`config.mk`:
```
export PLATFORM = sky130hd
export DESIGN_NAME = gpi_port
export DESIGN_NICKNAME = d
export VERILOG_FILES = /design/src/rtl/gpi_pkg.sv /design/src/rtl/gpi_port.sv
export SDC_FILE = /design/constraint.sdc
export NUM_CORES = 2
export LEC_CHECK = 0
export ABC_AREA = 0
export BUFFER_PORTS_ARGS = -buffer_cell sky130_fd_sc_hd__buf_2
export CELL_PAD_IN_SITES_DETAIL_PLACEMENT = 1
export CELL_PAD_IN_SITES_GLOBAL_PLACEMENT = 2
export CORE_UTILIZATION = 37
export CTS_BUF_LIST = sky130_fd_sc_hd__clkbuf_2 sky130_fd_sc_hd__clkbuf_4 sky130_fd_sc_hd__clkbuf_8
export CTS_CLUSTER_DIAMETER = 120
export DETAILED_ROUTE_END_ITERATION = 10
export PLACE_DENSITY_LB_ADDON = 0.2
export SLEW_MARGIN = 20
export SYNTH_ARGS = -nofsm -noshare
export SYNTH_HDL_FRONTEND = slang
export SYNTH_SLANG_ARGS = --single-unit
```
`constraint.sdc`:
```
create_clock -name i_clk -period 3.3 [get_ports i_clk]
set_input_delay 0.66 -clock i_clk [delete_from_list [all_inputs] [get_ports i_clk]]
set_output_delay 0.66 -clock i_clk [all_outputs]
set_load 0.1 [all_outputs]
```
`src/rtl/gpi_pkg.sv`:
```
// Package for the 32-pin general-purpose I/O port: register map, reset values and bus types.
// Assumes a single system clock and an AXI4-Lite master with 32-bit data.
package gpi_pkg;

  // Byte offsets of the register words.
  localparam logic [31:0] GPI_REG_FUNC_SEL = 32'h0000_0000;
  localparam logic [31:0] GPI_REG_OUT_VAL = 32'h0000_0004;
  localparam logic [31:0] GPI_REG_OUT_EN = 32'h0000_0008;
  localparam logic [31:0] GPI_REG_IN_VAL = 32'h0000_000C;
  localparam logic [31:0] GPI_REG_PULL_EN = 32'h0000_0010;
  localparam logic [31:0] GPI_REG_PULL_UP = 32'h0000_0014;
  localparam logic [31:0] GPI_REG_DRIVE_HI = 32'h0000_0018;
  localparam logic [31:0] GPI_REG_INT_EN = 32'h0000_001C;
  localparam logic [31:0] GPI_REG_INT_EDGE = 32'h0000_0020;
  localparam logic [31:0] GPI_REG_INT_POL = 32'h0000_0024;
  localparam logic [31:0] GPI_REG_INT_STAT = 32'h0000_0028;
  localparam logic [31:0] GPI_REG_WAKE_EN = 32'h0000_002C;
  localparam logic [31:0] GPI_REG_WAKE_RISE = 32'h0000_0030;
  localparam logic [31:0] GPI_REG_WAKE_STAT = 32'h0000_0034;

  // Number of register words and width of the word index.
  localparam int GPI_NUM_REGS = 14;
  localparam int GPI_IDX_W = 4;

  // Value of every register word after reset.
  localparam logic [31:0] GPI_RST_VAL = 32'h0000_0000;

  // AXI response codes.
  localparam logic [1:0] GPI_RESP_OKAY = 2'h0;
  localparam logic [1:0] GPI_RESP_SLVERR = 2'h2;

  // Signals driven by the bus master.
  typedef struct packed {
    logic [31:0] awaddr;
    logic awvalid;
    logic [31:0] wdata;
    logic [3:0] wstrb;
    logic wvalid;
    logic bready;
    logic [31:0] araddr;
    logic arvalid;
    logic rready;
  } gpi_axi_req_t;

  // Signals driven by this slave.
  typedef struct packed {
    logic awready;
    logic wready;
    logic bvalid;
    logic [1:0] bresp;
    logic arready;
    logic rvalid;
    logic [31:0] rdata;
    logic [1:0] rresp;
  } gpi_axi_rsp_t;

endpackage

```
`src/rtl/gpi_port.sv`:
```
// GPIO port of up to 32 pins with peripheral muxing, pad control, pin interrupts and wake.
// Assumes peripheral signals arrive on i_clk and an AXI4-Lite master; pad inputs pass a two-stage synchroniser.
//
// Local design decisions: the placing of the registers and the AXI4-Lite interface to the registers.
`timescale 1ns/100ps

module gpi_port #(
  parameter int N_PINS = 32
) (
  input wire logic i_clk,
  input wire logic i_rst,
  input wire logic i_ce,
  input wire gpi_pkg::gpi_axi_req_t i_axi,
  output gpi_pkg::gpi_axi_rsp_t o_axi,
  input wire logic [N_PINS-1:0] i_pad_in,
  output logic [N_PINS-1:0] o_pad_out,
  output logic [N_PINS-1:0] o_pad_oe_n,
  output logic [N_PINS-1:0] o_pull_up_en,
  output logic [N_PINS-1:0] o_pull_dn_en,
  output logic [N_PINS-1:0] o_drive_hi,
  input wire logic [N_PINS-1:0] i_alt_out,
  input wire logic [N_PINS-1:0] i_alt_oe,
  output logic [N_PINS-1:0] o_alt_in,
  output logic o_irq,
  output logic o_wake
);
  import gpi_pkg::*;

  // The port width must fit the 32-bit register words.
  if (N_PINS < 1 || N_PINS > 32) begin : g_bad_width
    $error("N_PINS must be between 1 and 32");
  end

  // The word index must reach every register of the map; a narrower index
  // would alias high offsets onto low ones.
  if ((1 << GPI_IDX_W) < GPI_NUM_REGS) begin : g_bad_map
    $error("GPI_IDX_W is too narrow for the register map");
  end

  localparam logic [GPI_IDX_W-1:0] IX_FUNC = GPI_IDX_W'(GPI_REG_FUNC_SEL >> 2);
  localparam logic [GPI_IDX_W-1:0] IX_OUT = GPI_IDX_W'(GPI_REG_OUT_VAL >> 2);
  localparam logic [GPI_IDX_W-1:0] IX_OE = GPI_IDX_W'(GPI_REG_OUT_EN >> 2);
  localparam logic [GPI_IDX_W-1:0] IX_IN = GPI_IDX_W'(GPI_REG_IN_VAL >> 2);
  localparam logic [GPI_IDX_W-1:0] IX_PEN = GPI_IDX_W'(GPI_REG_PULL_EN >> 2);
  localparam logic [GPI_IDX_W-1:0] IX_PUP = GPI_IDX_W'(GPI_REG_PULL_UP >> 2);
  localparam logic [GPI_IDX_W-1:0] IX_DRV = GPI_IDX_W'(GPI_REG_DRIVE_HI >> 2);
  localparam logic [GPI_IDX_W-1:0] IX_IEN = GPI_IDX_W'(GPI_REG_INT_EN >> 2);
  localparam logic [GPI_IDX_W-1:0] IX_IEDG = GPI_IDX_W'(GPI_REG_INT_EDGE >> 2);
  localparam logic [GPI_IDX_W-1:0] IX_IPOL = GPI_IDX_W'(GPI_REG_INT_POL >> 2);
  localparam logic [GPI_IDX_W-1:0] IX_IST = GPI_IDX_W'(GPI_REG_INT_STAT >> 2);
  localparam logic [GPI_IDX_W-1:0] IX_WEN = GPI_IDX_W'(GPI_REG_WAKE_EN >> 2);
  localparam logic [GPI_IDX_W-1:0] IX_WRIS = GPI_IDX_W'(GPI_REG_WAKE_RISE >> 2);
  localparam logic [GPI_IDX_W-1:0] IX_WST = GPI_IDX_W'(GPI_REG_WAKE_STAT >> 2);
  localparam logic [GPI_IDX_W-1:0] IX_LAST = GPI_IDX_W'(GPI_NUM_REGS - 1);

  // Plain read/write words, indexed by register number; status words live apart.
  logic [31:0] cfg_r [0:GPI_NUM_REGS-1];
  logic [N_PINS-1:0] int_stat_r;
  logic [N_PINS-1:0] int_stat_nxt;
  logic [N_PINS-1:0] wake_stat_r;
  logic [N_PINS-1:0] wake_stat_nxt;

  // Input synchroniser and edge history.
  logic [N_PINS-1:0] sync1_r;
  logic [N_PINS-1:0] sync2_r;
  logic [N_PINS-1:0] prev_r;

  // Bus holding state.
  logic aw_hold_r;
  logic w_hold_r;
  logic awready_r;
  logic wready_r;
  logic [31:0] aw_addr_r;
  logic [31:0] w_data_r;
  logic [3:0] w_strb_r;
  logic bvalid_r;
  logic [1:0] bresp_r;
  logic arready_r;
  logic rvalid_r;
  logic [31:0] rdata_r;
  logic [1:0] rresp_r;

  // Handshake terms and hold flags for the next cycle.
  wire aw_fire = i_axi.awvalid && !aw_hold_r;
  wire w_fire = i_axi.wvalid && !w_hold_r;
  wire aw_have = aw_hold_r || aw_fire;
  wire w_have = w_hold_r || w_fire;
  wire do_write = aw_hold_r && w_hold_r && !bvalid_r;
  wire b_done = bvalid_r && i_axi.bready;
  wire ar_fire = i_axi.arvalid && arready_r;
  wire r_done = rvalid_r && i_axi.rready;
  wire aw_hold_nxt = b_done ? 1'b0 : aw_have;
  wire w_hold_nxt = b_done ? 1'b0 : w_have;

  // Address decoding for both directions.
  wire [GPI_IDX_W-1:0] wr_idx = aw_addr_r[GPI_IDX_W+1:2];
  wire [GPI_IDX_W-1:0] rd_idx = i_axi.araddr[GPI_IDX_W+1:2];
  wire wr_hit = (aw_addr_r[31:GPI_IDX_W+2] == '0) && (wr_idx <= IX_LAST);
  wire rd_hit = (i_axi.araddr[31:GPI_IDX_W+2] == '0) && (rd_idx <= IX_LAST);

  // Byte-lane mask from the write strobes.
  wire [31:0] wr_mask = {{8{w_strb_r[3]}}, {8{w_strb_r[2]}}, {8{w_strb_r[1]}}, {8{w_strb_r[0]}}};
  wire [31:0] wr_clr = w_data_r & wr_mask;
  wire [N_PINS-1:0] ist_clr = (do_write && wr_hit && wr_idx == IX_IST) ? wr_clr[N_PINS-1:0] : '0;
  wire [N_PINS-1:0] wst_clr = (do_write && wr_hit && wr_idx == IX_WST) ? wr_clr[N_PINS-1:0] : '0;

  // Per-pin settings taken from the register words.
  wire [N_PINS-1:0] func_sel = cfg_r[IX_FUNC][N_PINS-1:0];
  wire [N_PINS-1:0] out_val = cfg_r[IX_OUT][N_PINS-1:0];
  wire [N_PINS-1:0] out_en = cfg_r[IX_OE][N_PINS-1:0];
  wire [N_PINS-1:0] pull_en = cfg_r[IX_PEN][N_PINS-1:0];
  wire [N_PINS-1:0] pull_up = cfg_r[IX_PUP][N_PINS-1:0];
  wire [N_PINS-1:0] drv_hi = cfg_r[IX_DRV][N_PINS-1:0];
  wire [N_PINS-1:0] int_en = cfg_r[IX_IEN][N_PINS-1:0];
  wire [N_PINS-1:0] int_edge = cfg_r[IX_IEDG][N_PINS-1:0];
  wire [N_PINS-1:0] int_pol = cfg_r[IX_IPOL][N_PINS-1:0];
  wire [N_PINS-1:0] wake_en = cfg_r[IX_WEN][N_PINS-1:0];
  wire [N_PINS-1:0] wake_rise = cfg_r[IX_WRIS][N_PINS-1:0];

  // Pad drive, direction and trigger terms, one slice per pin.
  logic [N_PINS-1:0] pad_out_nxt;
  logic [N_PINS-1:0] pad_drv_nxt;
  logic [N_PINS-1:0] int_hit;
  logic [N_PINS-1:0] wake_hit;
  for (genvar p = 0; p < N_PINS; p++) begin : g_pin
    wire rise = sync2_r[p] && !prev_r[p];
    wire fall = !sync2_r[p] && prev_r[p];
    // Peripheral signals replace firmware output and direction when selected.
    assign pad_out_nxt[p] = func_sel[p] ? i_alt_out[p] : out_val[p];
    assign pad_drv_nxt[p] = func_sel[p] ? i_alt_oe[p] : out_en[p];
    // Edge mode catches the chosen edge; level mode catches the chosen level.
    assign int_hit[p] = int_edge[p] ? (int_pol[p] ? rise : fall)
                                    : (sync2_r[p] == int_pol[p]);
    assign wake_hit[p] = wake_rise[p] ? rise : fall;
  end

  // Status words: a new event wins over a clear in the same cycle.
  assign int_stat_nxt = (int_stat_r & ~ist_clr) | (int_hit & int_en);
  assign wake_stat_nxt = (wake_stat_r & ~wst_clr) | (wake_hit & wake_en);

  // Read data selection.
  logic [31:0] rd_word;
  always_comb begin
    rd_word = '0;
    // Unmapped reads return zero alongside the error response.
    if (!rd_hit) begin
      rd_word = '0;
    end else if (rd_idx == IX_IN) begin
      rd_word[N_PINS-1:0] = sync2_r;
    end else if (rd_idx == IX_IST) begin
      rd_word[N_PINS-1:0] = int_stat_r;
    end else if (rd_idx == IX_WST) begin
      rd_word[N_PINS-1:0] = wake_stat_r;
    end else begin
      rd_word[N_PINS-1:0] = cfg_r[rd_idx][N_PINS-1:0];
    end
  end

  // Two-stage input synchroniser and edge history.
  always_ff @(posedge i_clk) begin
    if (i_rst) begin
      sync1_r <= '0;
      sync2_r <= '0;
      prev_r <= '0;
    end else if (i_ce) begin
      sync1_r <= i_pad_in;
      sync2_r <= sync1_r;
      prev_r <= sync2_r;
    end
  end

  // Configuration words; writes land whenever a write completes, at any time.
  always_ff @(posedge i_clk) begin
    if (i_rst) begin
      for (int i = 0; i < GPI_NUM_REGS; i++) begin
        cfg_r[i] <= GPI_RST_VAL;
      end
    end else if (i_ce) begin
      if (do_write && wr_hit && wr_idx != IX_IN && wr_idx != IX_IST && wr_idx != IX_WST) begin
        cfg_r[wr_idx] <= (cfg_r[wr_idx] & ~wr_mask) | (w_data_r & wr_mask);
      end
    end
  end

  // Latched interrupt and wake status.
  always_ff @(posedge i_clk) begin
    if (i_rst) begin
      int_stat_r <= '0;
      wake_stat_r <= '0;
    end else if (i_ce) begin
      int_stat_r <= int_stat_nxt;
      wake_stat_r <= wake_stat_nxt;
    end
  end

  // Registered pad controls; pulls apply only while the pad is not driven.
  always_ff @(posedge i_clk) begin
    if (i_rst) begin
      o_pad_out <= '0;
      o_pad_oe_n <= '1;
      o_pull_up_en <= '0;
      o_pull_dn_en <= '0;
      o_drive_hi <= '0;
      o_alt_in <= '0;
    end else if (i_ce) begin
      o_pad_out <= pad_out_nxt;
      o_pad_oe_n <= ~pad_drv_nxt;
      o_pull_up_en <= pull_en & pull_up & ~pad_drv_nxt;
      o_pull_dn_en <= pull_en & ~pull_up & ~pad_drv_nxt;
      o_drive_hi <= drv_hi;
      o_alt_in <= sync2_r;
    end
  end

  // Port request lines registered from the next status words, masked by the enables.
  always_ff @(posedge i_clk) begin
    if (i_rst) begin
      o_irq <= 1'b0;
      o_wake <= 1'b0;
    end else if (i_ce) begin
      o_irq <= |(int_stat_nxt & int_en);
      o_wake <= |(wake_stat_nxt & wake_en);
    end
  end

  // Write channels: address and data are held in either order, then answered.
  always_ff @(posedge i_clk) begin
    if (i_rst) begin
      aw_hold_r <= 1'b0;
      w_hold_r <= 1'b0;
      awready_r <= 1'b1;
      wready_r <= 1'b1;
      aw_addr_r <= '0;
      w_data_r <= '0;
      w_strb_r <= '0;
      bvalid_r <= 1'b0;
      bresp_r <= GPI_RESP_OKAY;
    end else if (i_ce) begin
      aw_hold_r <= aw_hold_nxt;
      w_hold_r <= w_hold_nxt;
      // Ready flags are registered from the next hold flags, so each is their inverse.
      awready_r <= !aw_hold_nxt;
      wready_r <= !w_hold_nxt;
      if (aw_fire) begin
        aw_addr_r <= i_axi.awaddr;
      end
      if (w_fire) begin
        w_data_r <= i_axi.wdata;
        w_strb_r <= i_axi.wstrb;
      end
      if (do_write) begin
        bvalid_r <= 1'b1;
        bresp_r <= wr_hit ? GPI_RESP_OKAY : GPI_RESP_SLVERR;
      end else if (b_done) begin
        bvalid_r <= 1'b0;
      end
    end
  end

  // Read channel: one read at a time, answered the cycle after the address.
  always_ff @(posedge i_clk) begin
    if (i_rst) begin
      arready_r <= 1'b1;
      rvalid_r <= 1'b0;
      rdata_r <= '0;
      rresp_r <= GPI_RESP_OKAY;
    end else if (i_ce) begin
      if (ar_fire) begin
        arready_r <= 1'b0;
        rvalid_r <= 1'b1;
        rdata_r <= rd_word;
        rresp_r <= rd_hit ? GPI_RESP_OKAY : GPI_RESP_SLVERR;
      end else if (r_done) begin
        arready_r <= 1'b1;
        rvalid_r <= 1'b0;
      end
    end
  end

  // Bus answers, all straight from flip-flops.
  assign o_axi.awready = awready_r;
  assign o_axi.wready = wready_r;
  assign o_axi.bvalid = bvalid_r;
  assign o_axi.bresp = bresp_r;
  assign o_axi.arready = arready_r;
  assign o_axi.rvalid = rvalid_r;
  assign o_axi.rdata = rdata_r;
  assign o_axi.rresp = rresp_r;

endmodule

```
### Yosys cells after proc, flatten, opt, wreduce, memory -nomap -nowiden

Memories as Yosys holds them, arrays and structs flattened. A register that Yosys moved wholly into a read port is not among the register bits.
Cells that the tools add are included.

* reductions and logical operators: 163
* $lt $le $gt $ge: 2
* add/sub/neg operators: 0
* shift operators: 0
* mux-type cells: 187
* div/mod/pow operators: 0
* multiply operators: 0
* bitwise gates (word level): 20
* equal/unequal tests: 40

Operator list (number)
* $and A32 B32 Y32: 12
* $mux W32: 7
* $mux W1: 175
* $not A32 Y32: 5
* $or A32 B32 Y32: 3
* $reduce_or A32 Y1: 3
* $logic_and A1 B1 Y1: 79
* $logic_not A1 Y1: 69
* $logic_not A26 Y1: 2
* $eq A1 B1 Y1: 32
* $eq A4 B4 Y1 const B: 4
* $mux W4: 3
* $reduce_and A2 Y1: 6
* $le A4 B4 Y1 const B: 2
* $ne A4 B4 Y1 const B: 2
* $eq A4 B2 Y1 const B: 1
* $mux W2: 2
* $ne A4 B2 Y1 const B: 1
* $reduce_bool A2 Y1: 2
* $logic_or A1 B1 Y1: 2

* register bits after elaboration: 401
* bits in writable memories: 448
* input port bits: 204
* memory bits (read-only): 0
* bits in latches: 0
* memories: 1
* logic and storage cells: 437

Memories
* cfg_r: depth 14, bits a word 32, read ports 13, clocked after memory_dff 2, wr ports 14, RTL line gpi_port.sv:57 `logic [31:0] cfg_r [0:GPI_NUM_REGS-1];`

### Depth between registers and ports, before layout

* depth after elaboration: 12
* mapped depth: 11
* depth with buffers taken out: 7

### Worst setup path after synthesis

OpenSTA, ideal clock, no wires.

* path kind: input port to flip-flop
* from: input i_ce
* to: memory cfg_r[12][0], enable pin
* slack: 178 ps
* required time: 2906 ps
* buffers on the path: 1
* data arrival time: 2727 ps
* cell stages on the path: 7
* cells stage by stage: clkbuf_1 > nand2_1 > nor3_1 > nand2b_1 > nor3_1 > nand3_1 > nand2b_1

RTL lines
* start, declared: RTL line gpi_port.sv:12 `input wire logic i_ce,`
* end, declared: RTL line gpi_port.sv:57

### Worst setup path after layout

* from: register aw_addr_r[31]
* to: register o_wake

* word-level cells in the longest chain between the ends: 10

RTL lines
* start, declared: RTL line gpi_port.sv:73 `logic [31:0] aw_addr_r;`
* start signal, assigned: RTL line gpi_port.sv:245 `aw_addr_r <= i_axi.awaddr;`
* $logic_not A26 Y1: RTL line gpi_port.sv:98 `wire wr_hit = (aw_addr_r[31:GPI_IDX_W+2] == '0) && (wr_idx <= IX_LAST);`
* $logic_and A1 B1 Y1: RTL line gpi_port.sv:98
* $logic_and A1 B1 Y1 (2 in series): RTL line gpi_port.sv:105 `wire [N_PINS-1:0] wst_clr = (do_write && wr_hit && wr_idx == IX_WST) ? wr_clr[N_PINS-1:0] : '0;`
* $mux W32: RTL line gpi_port.sv:105
* $not A32 Y32: RTL line gpi_port.sv:139 `assign wake_stat_nxt = (wake_stat_r & ~wst_clr) | (wake_hit & wake_en);`
* $and A32 B32 Y32: RTL line gpi_port.sv:139
* $or A32 B32 Y32: RTL line gpi_port.sv:139
* $and A32 B32 Y32: RTL line gpi_port.sv:222 `o_wake <= |(wake_stat_nxt & wake_en);`
* $reduce_or A32 Y1: RTL line gpi_port.sv:222
* end signal, assigned: RTL line gpi_port.sv:222
* end, declared: RTL line gpi_port.sv:25 `output logic o_wake`

Every way passes these cells.
A chain may end at the register's enable or synchronous reset.

==> impl_metrics.toml <==
[synthesis]
synth_area_leaders = "edfxtp_1 (34%), dfxtp_1 (19%), mux4_2 (15%), nor2_1 (6.0%), mux2i_1 (5.1%)"
syn_inst = 3891
ys_seq_elements = 945
synth.distinct_cells = 70
avgSynthCellArea_um2 = 11.5
syn_area_um2 = 44800
synthFlopType = "edfxtp_1"
synth_top_area_frac = 0.343
ys_async_sr_fraction = 0
synth_edf_count = 512
yosys.area.top_type = "edfxtp_1"
synth-seq-area-share = 0.537
yosysWarnings = 0

[place]
place_ws_ns = 0.174
dp_hpwl_um = 134000
globalplace.congestion = 0.899
port-buffer-count = 432

[clocking]
clock_path_buffers = 3
clk_pin_slew_ns = 0.06
clock_latency_ns = 0.88
htreeDepth = 4
cts_num_sinks = 945
clockRootBuffer = "clkbuf_8"
cts_tree = "built"
ctsResizeCount = 0
numCtsBuffers = 176

[power_and_ir_drop]
seqPwrFrac = 0.458
p_switching_mw = 8.40
cellPowerDensity_nw_per_um2 = 537
peakVddDrop_uv = 407
p_clk_frac = 0.409
combPwrFrac = 0.133
p_int_mw = 21.0
leakagePower_nw = 20.9
swShare = 0.286

[sta]
finalCriticalPeriod_ns = 3.06
drv_slew = 0
fin_setup_tns_ns = 0
whs_ns = 0.0763
rsz0062_at_grt = "no"
fin_crit_sh = 0.928
fmax_mhz = 327
hold_violations = 0
skew_ns = 0.0499
max_slew_margin = 0.401
tightestPinTransition_ns = 0.899
setup_viol = 0
fin_ws_ns = 0.239

[layout]
syn_to_final_growth_pct = 22.1
final_common_cell = "nor2_1"
layout-drive-gt1-share = 0.268
layout_common_cells = "nor2_1 (710), edfxtp_1 (512), dfxtp_1 (430)"
fin_nets = 4827

[job]
drv_cap = 0

[floorplanning]
fp.dieW_um = 350
die-area_um2 = 122000
rows = 127
io_pins = 439
core_um2 = 120000
initial_core_util = 0.373
die_h_um = 350

[global_routing]
grt.total_usage = 0.294
grt_start_max_net_pins = 154
antenna_found_initial = 7
grt_pass1_vias = 36276
grt_overflow_total = 0
grt_pass1_wl_um = 259000

[detailed_routing]
viasPerCell = 5.76
drtPass1Iterations = 5
avgRoutedWirePerCell_um = 28.5
vias = 36778
drt-total-wl_um = 182000
drc = 0
drtAntennaViolNets = 0
drtIter0Drc = 4126

[worst_setup_path]
crit_path_end_kind = "register"
arrival_ns = 3.78
startpoint_type = "register"
criticalPathCategory = "register to register"
worstPathRequired_ns = 4.02
critPathMaxFanout = 25

[run_status]
outcome = "complete, no violations"

[min_path]
hold_class = "input pin to register"
-- worst max-delay path, cell delays in order (launching register included) --
cell and delay, ns:
dfxtp_1 0.31, nor4_1 0.38, nand4_1 0.22, buf_12 0.22
or2_1 0.25, buf_4 0.26, nor4_1 0.48, o2111ai_1 0.19
a2111oi_0 0.41, a31oi_1 0.12
-- power by group through the flow --
stage,registers [mW],logic (mW),clock network [mW]
2_1_floorplan,14.0,1.86,0
4_1_cts,13.5,3.86,12.2
5_1_grt,13.5,4.08,12.7
6_report,13.5,3.90,12.0
3_5_place_dp,13.7,3.79,0
3_3_place_gp,13.7,3.74,0
-- path summary, 6_finish.rpt --
path              slack (ns)     startpoint  depth (start not counted)           to
hold / removal          0.08      i_axi[44]                          3  w_data_r[4]
setup reg to reg        0.24  aw_addr_r[31]                          9       o_wake
setup / recovery        0.24  aw_addr_r[31]                          9       o_wake
hold reg to reg         0.45     rdata_r[0]                          2   rdata_r[0]
-- metrics by stage --
step | std cells | cell area [um2] | total power, mW | util
floorplan | 4052 | 45400 | 15.9 | -
global placement | 5992 | 50300 | 17.4 | 0.419
detailed placement | 5992 | 50300 | 17.5 | 0.419
CTS | 6378 | 54700 | 29.6 | 0.456
global route | 6381 | 54700 | 30.3 | 0.456
finish | 6383 | 54700 | 29.4 | 0.456
-- what timing repair did --
item,CTS,global route
buffers inserted,0,0
hold buffers,65,0
endpoints found under the hold margin,65,0
-- cell type report --
type,count,area [um2]
Timing Repair Buffer,705,4840
Clock buffer,279,3360
Multi-Input combinational cell,2753,19900
Sequential cell,945,24100
Fill cell,12941,65300
Inverter,42,160
Clock inverter,42,348
Tap cell,1612,2020
Antenna cell,5,12.5
-- logic make-up after synthesis --
group | share of synthesized area
multiplexers | 0.200
AND/OR/NAND/NOR | 0.135
flip-flops | 0.537
other | 0.0000837
AO/OA/AOI/OAI | 0.0946
buffers and inverters | 0.0331
XOR/XNOR | 0.000196
-- per-layer routing --
layer	routed length, um	track usage	vias up
li1	-	-	15778
met1	82200	0.440	18890
met2	76700	0.419	1872
met3	18800	0.0730	234
met4	4340	0.0823	4
met5	31	0	-
-- synth_stat cells, drive strengths merged, types with 18 or more instances --
| cell | count |
|---|---|
| clkbuf | 178 |
| a31oi | 19 |
| o21ai | 111 |
| nand2b | 35 |
| o21bai | 35 |
| buf | 134 |
| nand2 | 366 |
| o41a | 18 |
| o22ai | 25 |
| edfxtp | 512 |
| a21boi | 30 |
| nand4 | 39 |
| nand3 | 94 |
| nor3 | 21 |
| a21oi | 235 |
| a22oi | 24 |
| inv | 42 |
| a211oi | 34 |
| or3 | 19 |
| o221ai | 19 |
| mux2i | 228 |
| nor2b | 34 |
| nor2 | 713 |
| o31ai | 21 |
| dfxtp | 433 |
| mux4 | 290 |
-- flip-flops by register name, summed over array words and instances (netlist names), 4 cells and up, named ones only --
register and flops:
cfg_r 512, sync2_r 32, o_pull_up_en 32, wake_stat_r 32, o_drive_hi 32, sync1_r 32, aw_addr_r 30, o_alt_in 32
rdata_r 32, w_strb_r 4, o_pull_dn_en 32, o_pad_out 32, o_pad_oe_n 32, int_stat_r 32, w_data_r 32
(Power assumes the default switching activity.)
